--- src/dpo_pkg.sv ---
// dpo_pkg: register offsets, field layouts, widths and lock detector constants
// assumes a byte-addressed register port with one register byte per address
package dpo_pkg;
    // register byte offsets (low byte of multi-byte registers)
    localparam logic [11:0] FIXED_OFS_ADDR    = 12'h30f; // 5 bytes, 0x30f..0x313
    localparam logic [11:0] STEP_SIZE_ADDR    = 12'h314; // 2 bytes, 0x314..0x315
    localparam logic [11:0] SLEW_LIMIT_ADDR   = 12'h316; // 2 bytes, 0x316..0x317
    localparam logic [11:0] STEP_CTRL_ADDR    = 12'ha0c; // self-clearing control byte
    localparam int          FIXED_OFS_BYTES   = 5;
    localparam int          STEP_SIZE_BYTES   = 2;
    localparam int          SLEW_LIMIT_BYTES  = 2;
    // control byte fields
    localparam int          INC_BIT           = 0;
    localparam int          DEC_BIT           = 1;
    localparam int          CLR_BIT           = 2;
    // widths
    localparam int          OFS_W             = 40;
    localparam int          STEP_W            = 16;
    localparam int          SLEW_W            = 16;
    localparam int          PHASE_THR_W       = 16;
    localparam int          FREQ_THR_W        = 24;
    localparam int          RATE_W            = 8;
    localparam int          ERR_W             = 40;
    localparam int          LVL_W             = 13;
    // reset values
    localparam logic [OFS_W-1:0]  FIXED_OFS_RST  = 40'h00_0000_0000;
    localparam logic [STEP_W-1:0] STEP_SIZE_RST  = 16'h0000;
    localparam logic [SLEW_W-1:0] SLEW_LIMIT_RST = 16'h0000;
    // lock detector level marks
    localparam logic signed [LVL_W-1:0] LVL_EMPTY = -13'sd2048;
    localparam logic signed [LVL_W-1:0] LVL_FULL  = 13'sd2048;
    localparam logic signed [LVL_W-1:0] LVL_LOW   = -13'sd1024;
    localparam logic signed [LVL_W-1:0] LVL_HIGH  = 13'sd1024;
    // loop coefficient fields
    localparam int          COEF_FRAC_W       = 16;
    localparam int          COEF_EXP_W        = 6;
    localparam int          COEF_PEXP_W       = 3;
    // pll operating mode
    typedef enum logic [1:0] {
        DPO_MODE_FREE_RUN,
        DPO_MODE_CLOSED,
        DPO_MODE_HOLDOVER,
        DPO_MODE_SWITCHING
    } dpo_mode_e;
endpackage
--- src/dpo_lock_det.sv ---
// dpo_lock_det: one saturating fill/drain lock detector with hysteresis
// assumes sample_valid pulses once per error sample; hold comes from the mode, force from the mode or tied low
`timescale 1ns/1ps
module dpo_lock_det #(
    parameter int THR_W = 16
) (
    input  wire logic                          clk_sys,      // system clock
    input  wire logic                          rst,          // async reset, active high
    input  wire logic                          sample_valid, // one new error sample
    input  wire logic [dpo_pkg::ERR_W-1:0]     err_mag,      // absolute error, ps
    input  wire logic [THR_W-1:0]              threshold,    // lock threshold, ps
    input  wire logic [dpo_pkg::RATE_W-1:0]    fill_rate,    // fill bucket size
    input  wire logic [dpo_pkg::RATE_W-1:0]    drain_rate,   // drain bucket size
    input  wire logic                          force_unlock, // free-run or holdover
    input  wire logic                          hold,         // reference switchover
    output logic                               locked,       // lock indication
    output logic signed [dpo_pkg::LVL_W-1:0]   level         // current tub level
);
    typedef struct packed {
        logic signed [dpo_pkg::LVL_W-1:0] lvl; // tub level
        logic                             lck; // indication
    } dpo_ld_s;

    dpo_ld_s st_r;  // registered state
    dpo_ld_s st_nxt; // next state

    // wider sum so a full bucket at the rim cannot wrap
    logic signed [dpo_pkg::LVL_W+1:0] sum;

    // fill/drain and hysteresis
    always_comb begin
        st_nxt = st_r;
        sum    = {{2{st_r.lvl[dpo_pkg::LVL_W-1]}}, st_r.lvl};
        if (force_unlock) begin
            st_nxt.lck = 1'b0;
        end else if (hold) begin
            st_nxt = st_r;
        end else if (sample_valid) begin
            // fill when within threshold, else drain, never both
            if (err_mag <= {{(dpo_pkg::ERR_W-THR_W){1'b0}}, threshold}) begin
                sum = sum + $signed({7'h00, fill_rate});
            end else begin
                sum = sum - $signed({7'h00, drain_rate});
            end
            // clamp at the rims
            if (sum > $signed({{2{1'b0}}, dpo_pkg::LVL_FULL})) begin
                st_nxt.lvl = dpo_pkg::LVL_FULL;
            end else if (sum < $signed({{2{1'b1}}, dpo_pkg::LVL_EMPTY})) begin
                st_nxt.lvl = dpo_pkg::LVL_EMPTY;
            end else begin
                st_nxt.lvl = sum[dpo_pkg::LVL_W-1:0];
            end
            // hysteresis: hold between the marks
            if (st_nxt.lvl < dpo_pkg::LVL_LOW) begin
                st_nxt.lck = 1'b0;
            end else if (st_nxt.lvl > dpo_pkg::LVL_HIGH) begin
                st_nxt.lck = 1'b1;
            end
        end
    end

    // state register; empty and unlocked after reset
    always_ff @(posedge clk_sys or posedge rst) begin
        if (rst) begin
            st_r.lvl <= dpo_pkg::LVL_EMPTY;
            st_r.lck <= 1'b0;
        end else begin
            st_r <= st_nxt;
        end
    end

    assign locked = st_r.lck;
    assign level  = st_r.lvl;
endmodule

--- src/dpo_phase_core.sv ---
// dpo_phase_core: closed-loop phase offset, slew limiting, digital pump and lock detectors
// assumes a byte-wide synchronous register port and TDC words already in picoseconds
`timescale 1ns/1ps
module dpo_phase_core (
    input  wire logic                                  clk_sys,        // system clock
    input  wire logic                                  rst,            // async reset
    // register port
    input  wire logic                                  reg_wr,         // byte write strobe
    input  wire logic                                  reg_rd,         // byte read strobe
    input  wire logic [11:0]                           reg_addr,       // byte address
    input  wire logic [7:0]                            reg_wdata,      // write data
    output logic      [7:0]                            reg_rdata,      // read data
    // multifunction pin triggers, one-cycle pulses
    input  wire logic                                  pin_inc,        // step up
    input  wire logic                                  pin_dec,        // step down
    input  wire logic                                  pin_clr,        // clear accumulator
    // time converter and feedback words, ps
    input  wire logic                                  sample_valid,   // new edge pair
    input  wire logic signed [dpo_pkg::ERR_W-1:0]      ref_time,       // reference edge time
    input  wire logic signed [dpo_pkg::ERR_W-1:0]      fb_time,        // feedback edge time
    input  wire logic signed [dpo_pkg::ERR_W-1:0]      period_diff,    // ref minus fb period
    // profile values
    input  wire logic [dpo_pkg::PHASE_THR_W-1:0]       phase_thr,      // phase lock threshold
    input  wire logic [dpo_pkg::FREQ_THR_W-1:0]        freq_thr,       // freq lock threshold
    input  wire logic [dpo_pkg::RATE_W-1:0]            phase_fill,     // phase fill bucket
    input  wire logic [dpo_pkg::RATE_W-1:0]            phase_drain,    // phase drain bucket
    input  wire logic [dpo_pkg::RATE_W-1:0]            freq_fill,      // freq fill bucket
    input  wire logic [dpo_pkg::RATE_W-1:0]            freq_drain,     // freq drain bucket
    // loop coefficients, fraction and exponent
    input  wire logic [dpo_pkg::COEF_FRAC_W-1:0]       coef_frac,      // fraction in [0,1)
    input  wire logic [dpo_pkg::COEF_EXP_W-1:0]        coef_nexp,      // negative exponent x
    input  wire logic [dpo_pkg::COEF_PEXP_W-1:0]       alpha_pexp0,    // alpha positive term 0
    input  wire logic [dpo_pkg::COEF_PEXP_W-1:0]       alpha_pexp1,    // alpha positive term 1
    input  wire logic                                  coef_is_alpha,  // use positive terms
    input  wire logic [1:0]                            pll_mode,       // dpo_mode_e code
    // results
    output logic signed [dpo_pkg::ERR_W-1:0]           applied_offset, // slewed total offset
    output logic signed [dpo_pkg::ERR_W-1:0]           phase_error,    // latest pump error
    output logic signed [dpo_pkg::ERR_W+7:0]           loop_error,     // integrator output
    output logic signed [dpo_pkg::ERR_W+7:0]           coef_scaled,    // error times coefficient
    output logic                                       phase_locked,   // phase lock indication
    output logic                                       freq_locked     // freq lock indication
);
    localparam int W = dpo_pkg::ERR_W;

    typedef struct packed {
        logic [dpo_pkg::OFS_W-1:0]    fixed_ofs;  // fixed offset
        logic [dpo_pkg::STEP_W-1:0]   step_size;  // step size
        logic [dpo_pkg::SLEW_W-1:0]   slew_limit; // slew limit, 0 = off
        logic signed [W-1:0]          incr_ofs;   // accumulated steps
        logic signed [W-1:0]          applied;    // offset in use
        logic signed [W-1:0]          err;        // pump output
        logic signed [W+7:0]          integ;      // integrator
        logic [7:0]                   rdata;      // read data register
    } dpo_core_s;

    dpo_core_s st_r;   // registered state
    dpo_core_s st_nxt; // next state

    logic signed [W-1:0] target;    // wanted total offset
    logic signed [W-1:0] delta;     // target minus applied
    logic signed [W-1:0] slew_step; // limit widened
    logic do_inc;                   // increment request from any source
    logic do_dec;                   // decrement request
    logic do_clr;                   // accumulator reset request
    logic signed [W-1:0] step_ext;  // step zero-extended
    logic signed [W-1:0] abs_ph;    // |phase error|
    logic signed [W-1:0] abs_fr;    // |period difference|
    logic signed [W+7:0] frac_prod; // coefficient product

    // register write decode and offset logic
    always_comb begin
        st_nxt    = st_r;
        do_inc    = pin_inc;
        do_dec    = pin_dec;
        do_clr    = pin_clr;
        step_ext  = $signed({{(W-dpo_pkg::STEP_W){1'b0}}, st_r.step_size});
        // byte writes into multi-byte registers
        if (reg_wr) begin
            for (int i = 0; i < dpo_pkg::FIXED_OFS_BYTES; i++) begin
                if (reg_addr == dpo_pkg::FIXED_OFS_ADDR + 12'(i)) begin
                    st_nxt.fixed_ofs[8*i +: 8] = reg_wdata;
                end
            end
            for (int i = 0; i < dpo_pkg::STEP_SIZE_BYTES; i++) begin
                if (reg_addr == dpo_pkg::STEP_SIZE_ADDR + 12'(i)) begin
                    st_nxt.step_size[8*i +: 8] = reg_wdata;
                end
            end
            for (int i = 0; i < dpo_pkg::SLEW_LIMIT_BYTES; i++) begin
                if (reg_addr == dpo_pkg::SLEW_LIMIT_ADDR + 12'(i)) begin
                    st_nxt.slew_limit[8*i +: 8] = reg_wdata;
                end
            end
            // control bits act once and are never stored, so they read back zero
            if (reg_addr == dpo_pkg::STEP_CTRL_ADDR) begin
                do_inc = do_inc | reg_wdata[dpo_pkg::INC_BIT];
                do_dec = do_dec | reg_wdata[dpo_pkg::DEC_BIT];
                do_clr = do_clr | reg_wdata[dpo_pkg::CLR_BIT];
            end
        end
        // accumulator: reset wins, inc and dec together cancel
        if (do_clr) begin
            st_nxt.incr_ofs = '0;
        end else if (do_inc && !do_dec) begin
            st_nxt.incr_ofs = st_r.incr_ofs + step_ext;
        end else if (do_dec && !do_inc) begin
            st_nxt.incr_ofs = st_r.incr_ofs - step_ext;
        end
        // fixed and incremental stay apart and only meet here
        target    = $signed(st_r.fixed_ofs) + st_r.incr_ofs;
        delta     = target - st_r.applied;
        slew_step = $signed({{(W-dpo_pkg::SLEW_W){1'b0}}, st_r.slew_limit});
        // limiter moves at most slew_limit ps per clock; zero means step at once
        if (st_r.slew_limit == '0) begin
            st_nxt.applied = target;
        end else if (delta > slew_step) begin
            st_nxt.applied = st_r.applied + slew_step;
        end else if (delta < -slew_step) begin
            st_nxt.applied = st_r.applied - slew_step;
        end else begin
            st_nxt.applied = target;
        end
        // digital pump and integrator on each edge pair
        if (sample_valid) begin
            st_nxt.err   = ref_time - fb_time - st_r.applied;
            st_nxt.integ = st_r.integ + (W+8)'(st_nxt.err);
        end
        // read data is registered: it answers one cycle after the strobe
        // and falls back to zero, so an unmapped or control address reads zero
        st_nxt.rdata = 8'h00;
        if (reg_rd) begin
            for (int i = 0; i < dpo_pkg::FIXED_OFS_BYTES; i++) begin
                if (reg_addr == dpo_pkg::FIXED_OFS_ADDR + 12'(i)) begin
                    st_nxt.rdata = st_r.fixed_ofs[8*i +: 8];
                end
            end
            for (int i = 0; i < dpo_pkg::STEP_SIZE_BYTES; i++) begin
                if (reg_addr == dpo_pkg::STEP_SIZE_ADDR + 12'(i)) begin
                    st_nxt.rdata = st_r.step_size[8*i +: 8];
                end
            end
            for (int i = 0; i < dpo_pkg::SLEW_LIMIT_BYTES; i++) begin
                if (reg_addr == dpo_pkg::SLEW_LIMIT_ADDR + 12'(i)) begin
                    st_nxt.rdata = st_r.slew_limit[8*i +: 8];
                end
            end
        end
    end

    // coefficient scaling: fraction times 2^-x, alpha also times 2^(p0+p1)
    always_comb begin
        frac_prod = ((W+8)'(st_r.err) * $signed({1'b0, coef_frac})) >>> dpo_pkg::COEF_FRAC_W;
        frac_prod = frac_prod >>> coef_nexp;
        if (coef_is_alpha) begin
            frac_prod = frac_prod <<< alpha_pexp0;
            frac_prod = frac_prod <<< alpha_pexp1;
        end
    end

    // state register
    always_ff @(posedge clk_sys or posedge rst) begin
        if (rst) begin
            st_r.fixed_ofs  <= dpo_pkg::FIXED_OFS_RST;
            st_r.step_size  <= dpo_pkg::STEP_SIZE_RST;
            st_r.slew_limit <= dpo_pkg::SLEW_LIMIT_RST;
            st_r.incr_ofs   <= '0;
            st_r.applied    <= '0;
            st_r.err        <= '0;
            st_r.integ      <= '0;
            st_r.rdata      <= 8'h00;
        end else begin
            st_r <= st_nxt;
        end
    end

    // magnitudes for the detectors; most negative value is out of any threshold
    assign abs_ph = st_r.err[W-1] ? -st_r.err : st_r.err;
    assign abs_fr = period_diff[W-1] ? -period_diff : period_diff;

    // phase detector samples the pump output one cycle after it is formed;
    // the frequency detector takes period_diff straight from the port,
    // so the two indications may move one clock apart
    logic ph_valid_r; // delayed sample strobe
    always_ff @(posedge clk_sys or posedge rst) begin
        if (rst) begin
            ph_valid_r <= 1'b0;
        end else begin
            ph_valid_r <= sample_valid;
        end
    end

    logic force_ul; // free-run or holdover
    logic in_switch; // reference switchover
    assign force_ul  = (pll_mode == 2'(dpo_pkg::DPO_MODE_FREE_RUN)) ||
                       (pll_mode == 2'(dpo_pkg::DPO_MODE_HOLDOVER));
    assign in_switch = (pll_mode == 2'(dpo_pkg::DPO_MODE_SWITCHING));

    // phase lock detector
    dpo_lock_det #(.THR_W(dpo_pkg::PHASE_THR_W)) u_phase_ld (
        .clk_sys      (clk_sys),
        .rst          (rst),
        .sample_valid (ph_valid_r),
        .err_mag      (abs_ph),
        .threshold    (phase_thr),
        .fill_rate    (phase_fill),
        .drain_rate   (phase_drain),
        .force_unlock (force_ul),
        .hold         (in_switch),
        .locked       (phase_locked),
        .level        ()
    );

    // frequency lock detector on the period difference
    dpo_lock_det #(.THR_W(dpo_pkg::FREQ_THR_W)) u_freq_ld (
        .clk_sys      (clk_sys),
        .rst          (rst),
        .sample_valid (sample_valid),
        .err_mag      (abs_fr),
        .threshold    (freq_thr),
        .fill_rate    (freq_fill),
        .drain_rate   (freq_drain),
        .force_unlock (1'b0),
        .hold         (in_switch),
        .locked       (freq_locked),
        .level        ()
    );

    assign reg_rdata      = st_r.rdata;
    assign applied_offset = st_r.applied;
    assign phase_error    = st_r.err;
    assign loop_error     = st_r.integ;
    assign coef_scaled    = frac_prod;
endmodule

--- config.mk ---
export PLATFORM = sky130hd
export DESIGN_NAME = dpo_phase_core
export DESIGN_NICKNAME = d
export VERILOG_FILES = /design/src/dpo_pkg.sv /design/src/dpo_lock_det.sv /design/src/dpo_phase_core.sv
export SDC_FILE = /design/constraint.sdc
export NUM_CORES = 2
export LEC_CHECK = 0
export ABC_AREA = 1
export BUFFER_PORTS_ARGS = -buffer_cell sky130_fd_sc_hd__buf_4
export CORE_UTILIZATION = 60
export CTS_CLUSTER_DIAMETER = 50
export DETAILED_ROUTE_END_ITERATION = 8
export GPL_TIMING_DRIVEN = 1
export PLACE_DENSITY = 0.78
export SYNTH_ARGS = -nofsm -noshare
export SYNTH_HDL_FRONTEND = slang
export SYNTH_SLANG_ARGS = --single-unit
--- constraint.sdc ---
create_clock -name clk_sys -period 11.7 [get_ports clk_sys]
set_input_delay 2.34 -clock clk_sys [delete_from_list [all_inputs] [get_ports clk_sys]]
set_output_delay 2.34 -clock clk_sys [all_outputs]
set_load 0.01 [all_outputs]
After elaboration in Yosys (flattened, before gate mapping):

Cells that the tools add are included.

* add/sub/neg operators: 16
* $mul: 1
* $lt $le $gt $ge: 12
* equality and inequality tests: 13
* shifts and indexed selects: 3
* multiplexer cells: 48
* bitwise operators: 5
* reduce and logical (&&, ||, !) cells: 24

Operators with widths (count)
* 2-to-1 mux 40 bit: 8
* subtractor 40 bit: 3
* 2-to-1 mux 13 bit: 9
* == test 12 x 10 -> 1 bit, second input constant: 9
* 2-to-1 mux 15 bit: 7
* <<< shifter 48 x 3 -> 48 bit: 2
* adder 40 x 17 -> 40 bit: 2
* 2-to-1 mux 8 bit: 10
* negation 40 bit: 2
* subtractor 40 x 17 -> 40 bit: 2
* adder 48 x 40 -> 48 bit: 1
* multiplier 40 x 17 -> 48 bit: 1
* 2-to-1 mux 48 bit: 1
* >>> shifter 32 x 6 -> 48 bit: 1
* adder 40 bit: 1
* greater-than comparator 40 x 17 -> 1 bit: 1
* less-or-equal comparator 40 x 16 -> 1 bit: 1
* less-or-equal comparator 40 x 24 -> 1 bit: 1
* less-than comparator 40 bit: 1
* negation 16 -> 40 bit: 1
* greater-than comparator 15 x 13 -> 1 bit, second input constant: 2
* less-than comparator 15 x 12 -> 1 bit, second input constant: 2
* adder 13 x 9 -> 14 bit: 2
* subtractor 13 x 9 -> 14 bit: 2
* 17 further kinds: 50

* register bits: 277
* input port bits: 251
* output and inout bits: 186

Logic depth before layout (Yosys ltp):

* depth in word-level cells: 19
* depth in mapped cells: 50
* gate-level depth less buffers: 50

By module:

From an unflattened synthesis, not the netlist that was laid out.

* cells, all modules: 9094
* area, all modules: 60025.1 µm²

Modules (own cells, without submodules)
* dpo_phase_core: times used 1, cells each 8298, area each 55001.5 µm², seq. area each 6231.0 µm²
* dpo_lock_det (u_freq_ld): times used 1, cells each 411, area each 2666.3 µm², seq. area each 352.8 µm²
* dpo_lock_det (u_phase_ld): times used 1, cells each 385, area each 2357.3 µm², seq. area each 352.8 µm²

Worst setup path after synthesis:

No wires, ideal clock.

* path kind: input to output
* from: in coef_frac[8] (netlist bit)
* to: out coef_scaled[38] (netlist bit)
* data arrival time: 8775 ps
* required time: 9360 ps
* setup slack: 585 ps
* stages: 40
* buffers on the path: 5
* cells stage by stage: clkbuf_1 > clkbuf_1 > buf_1 > nand2_1 > fa_1 > inv_1 > fa_1 > inv_1 > fa_1 > inv_1 > fa_1 > fa_1 > inv_1 > fa_1 > inv_1 > ha_1 > nand2_1 > nor2_1 > (+4 left out) > nand3_1 > nand3_1 > nand3_1 > nand2_1 > buf_2 > inv_1 > nor2_1 > inv_2 > buf_2 > nand3_1 > nand3_1 > nand2_1 > nand2_1 > nand2_1 > nand2_1 > nand3_1 > nand3_1 > nand3_1

* longest elaborated chain between the ends: 5

RTL lines
* start: declaration: line dpo_phase_core.sv:30 `input wire logic [dpo_pkg::COEF_FRAC_W-1:0] coef_frac,`
* multiplier 40 x 17 -> 48 bit *: line dpo_phase_core.sv:153 `frac_prod = ((W+8)'(st_r.err) * $signed({1'b0, coef_frac})) >>> dpo_pkg::COEF_FRAC_W;`
* >>> shifter 32 x 6 -> 48 bit *: line dpo_phase_core.sv:154 `frac_prod = frac_prod >>> coef_nexp;`
* <<< shifter 48 x 3 -> 48 bit: line dpo_phase_core.sv:156 `frac_prod = frac_prod <<< alpha_pexp0;`
* <<< shifter 48 x 3 -> 48 bit: line dpo_phase_core.sv:157 `frac_prod = frac_prod <<< alpha_pexp1;`
* 2-to-1 mux 48 bit *: line dpo_phase_core.sv:155 `if (coef_is_alpha) begin`
* end: declaration: line dpo_phase_core.sv:40 `output logic signed [dpo_pkg::ERR_W+7:0] coef_scaled,`

Mark *: on every way between the ends. The rest lies on a longest branch, timed or not.

Worst setup path after layout:

* from: in coef_frac[7] (netlist bit)
* to: out coef_scaled[10] (netlist bit)

The elaborated chain is that of the path after synthesis.

==> results.rst <==
.. list-table::
   :header-rows: 1

   * - Metric
     - Value
   * - Type of the setup path with the least slack
     - in2out
   * - Clock tree from TritonCTS
     - built
   * - Via density per instance
     - 5.828
   * - Leading cell type in the layout, fill and taps excluded
     - sky130_fd_sc_hd__nand2_1
   * - Measured slew at the worst slew-check pin
     - 1360 ps
   * - DP Wirelength
     - 164100 µm
   * - Class of the most critical hold timing path
     - reg2reg
   * - Detailed-route wire length
     - approximately 210000 µm
   * - Average detailed-routed wire length per instance
     - 20.04 µm
   * - DR pass1 iterations
     - 8
   * - Critical Path RT
     - approximately 9400 ps
   * - Total of hold buffers inserted after clock tree synthesis
     - 0
   * - Final-stage net count
     - 10.53k
   * - Crit path launch
     - coef_frac[7]
   * - Area used by multi-input combinational logic
     - 45860 µm²
   * - Horizontal extent of the die
     - between 300 and 400 µm
   * - DRC violation count after routing
     - 0
   * - IO Count
     - 437
   * - Weighted congestion at the end of routability-driven global placement
     - roughly 1
   * - Sink count of the clock tree
     - 277
   * - Failing checks
     - setup timing
   * - Height of the die
     - 316.3 µm
   * - Maximum fanout encountered on the critical timing path
     - 7
   * - Setup repair after global routing missed its margin
     - yes
   * - Number of flops mapped to enable cells by yosys
     - 0
   * - Post-synthesis sequential area ratio
     - 11.70%
   * - Most used cell along the critical path
     - sky130_fd_sc_hd__nand3_1
   * - DRC marker count from the first detailed-route iteration
     - 5732
   * - Most instantiated flip-flop cell in the synthesis netlist
     - sky130_fd_sc_hd__dfrtp_1
   * - Worst skew pair latency
     - 620 ps
   * - Clock tree buffer depth
     - 3
   * - Clock Pin Slew Worst Setup and Hold Paths
     - around 60 ps
   * - Aggregate negative setup slack
     - -224.1 ps
   * - Post-synthesis cell count
     - 8948
   * - Period utilization
     - 100.5%
   * - Fraction of the core area covered by cells at the end of the flow
     - 70.05%
   * - Total number of vias
     - ~61k
   * - Number of fill cells in the layout
     - 8513
   * - Reg-to-Reg Start
     - st_r[139]
   * - Post-layout minimum cycle time
     - 11760 ps
   * - Category of the worst setup path launch point
     - primary input
   * - Area of the core
     - 97280 µm²
   * - Via count of the first global-routing pass
     - 59.78k
   * - Top library cells by usage in the layout, fill and taps aside
     - sky130_fd_sc_hd__nand2_1 (2138), sky130_fd_sc_hd__inv_1 (1646), sky130_fd_sc_hd__nand3_1 (726), sky130_fd_sc_hd__buf_4 (643), sky130_fd_sc_hd__fa_1 (542)
   * - Final count of pins violating max slew
     - 0
   * - Share of async-settable or async-resettable flops after synthesis
     - 100.0%
   * - Total die area
     - between 100000 and 150000 µm²
   * - FP Rows
     - 114
   * - Outcome
     - finished, violations left
   * - Mean instance size in the synthesized netlist
     - ~6.6 µm²
   * - Syn Std Cell Area
     - approximately 59000 µm²
   * - Max transition margin
     - 8.754%
   * - Number of hold violations in the final report
     - 0
   * - CTS root buffer
     - sky130_fd_sc_hd__clkbuf_16
   * - Wire length of the first global-routing pass
     - approximately 320000 µm
   * - Congestion Overflow GR
     - 0
   * - Starting density of the core
     - 60.95%
   * - Max_cap viols
     - 0
   * - Worst path slowest cell
     - sky130_fd_sc_hd__fa_1
   * - Total number of H-tree levels
     - 2
   * - Yosys cell types
     - 69
   * - Endpoint type of the worst setup path
     - output port
   * - GRT Util Overall
     - 40.52%
   * - Count of warnings emitted by yosys
     - 0
   * - Final setup violating endpoints
     - 12
   * - Largest net degree at the start of global routing
     - 92
   * - Post-route setup slack
     - -60.90 ps
   * - Clock buffers created by TritonCTS
     - 43
   * - Proportion of layout cells with a drive suffix above 1
     - 14.59%
   * - Worst clock skew on the final layout
     - between 40 and 50 ps
   * - Area used by sequential logic in the layout
     - ~7000 µm²
   * - Syn nets
     - 10.25k
   * - Initial antenna violation count
     - 6
   * - Origin of the worst min-delay path
     - loop_error[47]
   * - Synthesis-stage register bit count
     - about 280
   * - Post-Route Hold Slack
     - 480.8 ps
   * - Port Buffers
     - about 440
   * - Fmax
     - 85.03 MHz
   * - Longest individual stage delay on the worst path
     - between 500 and 600 ps
   * - Area growth from synthesis to final layout
     - 14.94%
   * - Antenna Violating Nets Remaining
     - 0
   * - Crit path arrival time
     - 9420 ps
-- Yosys cell counts, types with 31 or more instances --
cell,count,share of area (%)
sky130_fd_sc_hd__o21ai_0,409,3.5
sky130_fd_sc_hd__fa_1,568,19
sky130_fd_sc_hd__nand4_1,84,0.89
sky130_fd_sc_hd__a31oi_1,54,0.57
sky130_fd_sc_hd__buf_1,73,0.46
sky130_fd_sc_hd__xnor2_1,81,1.2
sky130_fd_sc_hd__xor2_1,268,4.0
sky130_fd_sc_hd__nand2_1,2247,14
sky130_fd_sc_hd__dfrtp_1,273,12
sky130_fd_sc_hd__a21oi_1,418,3.5
sky130_fd_sc_hd__ha_1,478,10
sky130_fd_sc_hd__nor3_1,87,0.73
sky130_fd_sc_hd__nor4_1,34,0.36
sky130_fd_sc_hd__clkbuf_1,210,1.3
sky130_fd_sc_hd__nand3_1,932,7.9
sky130_fd_sc_hd__o211ai_1,34,0.43
sky130_fd_sc_hd__inv_1,1677,11
sky130_fd_sc_hd__buf_4,143,1.8
sky130_fd_sc_hd__nand3b_1,31,0.39
sky130_fd_sc_hd__nor2_1,509,3.2
sky130_fd_sc_hd__o21bai_1,32,0.41
-- state kept, by name (all words and copies together), names as in the netlist --
| signal | cells |
|---|---|
| slew_step | 16 |
| applied_offset | 40 |
| ph_valid_r | 1 |
| u_phase_ld.locked | 1 |
| u_freq_ld.locked | 1 |
| st_r | 96 |
| u_freq_ld.level | 13 |
| u_phase_ld.level | 13 |
| reg_rdata | 8 |
| loop_error | 48 |
| phase_error | 40 |
-- per-stage QoR --
step	cells	setup WS, ps	area (µm²)
after floorplan	8948	585.0	59290
after global placement	10420	-262.8	63680
after detailed placement	10420	-219.8	63680
after CTS	10500	-1.684	65340
after global routing	10540	-431.3	68150
final	10540	-60.90	68150
-- worst paths after layout --
path / cells past startpoint / to / slack [ps]
setup / recovery: 36 / coef_scaled[10] / -60
hold / removal: 1 / loop_error[47] / 480
setup reg to reg: 41 / applied_offset[26] / 3230
hold reg to reg: 1 / loop_error[47] / 480
max in group asynchronous: 4 / st_r[167] / 7670
min in group asynchronous: 2 / loop_error[0] / 1820
-- cells by family after synthesis --
group	Yosys count	share of synthesized area, %
AOI/OAI and AO/OA	1114	10.52
xor gates and xnor gates	349	5.156
adders and majority gates	1046	29.27
buffers and inverters	2160	14.70
DFF	277	11.70
muxes	1	0.01688
and+or+nand+nor	4001	28.65
-- worst max-delay path: cells and delay by family --
family | cells | cell delay (ps)
adder cells (fa/ha/maj) | 7 | 3330
AND/OR/NAND/NOR | 19 | 2790
buffers and inverters | 10 | 970
-- final cells by class --
cell class	count	share of cell area [%]
multi-input combinational	6511	67.30
timing repair buffer	695	8.660
sequential	277	10.18
clock buffer	48	1.667
tap	1276	2.343
antenna	4	0.01469
inverter	1700	9.382
clock inverter	31	0.4535
-- timing repair --
action	CTS	global route
gates resized for setup	56	532
cloned	0	14
pin swaps	11	172
setup buffers	2	20
setup endpoints to repair	44	45
-- routing by layer --
layer	share of wire (%)	routed length (µm)	track usage, %	vias to the layer above
met2	46	96900	66.90	3014
li1	-	-	-	28620
met3	8.5	17920	6.998	956
met4	8.4	17640	27.26	2
met5	0.0052	11	0	-
met1	37	78820	48.47	28840
Power is left out: the tool's default activity adds up to more than one toggle a clock period on the data nets, which glitch-free logic cannot reach.
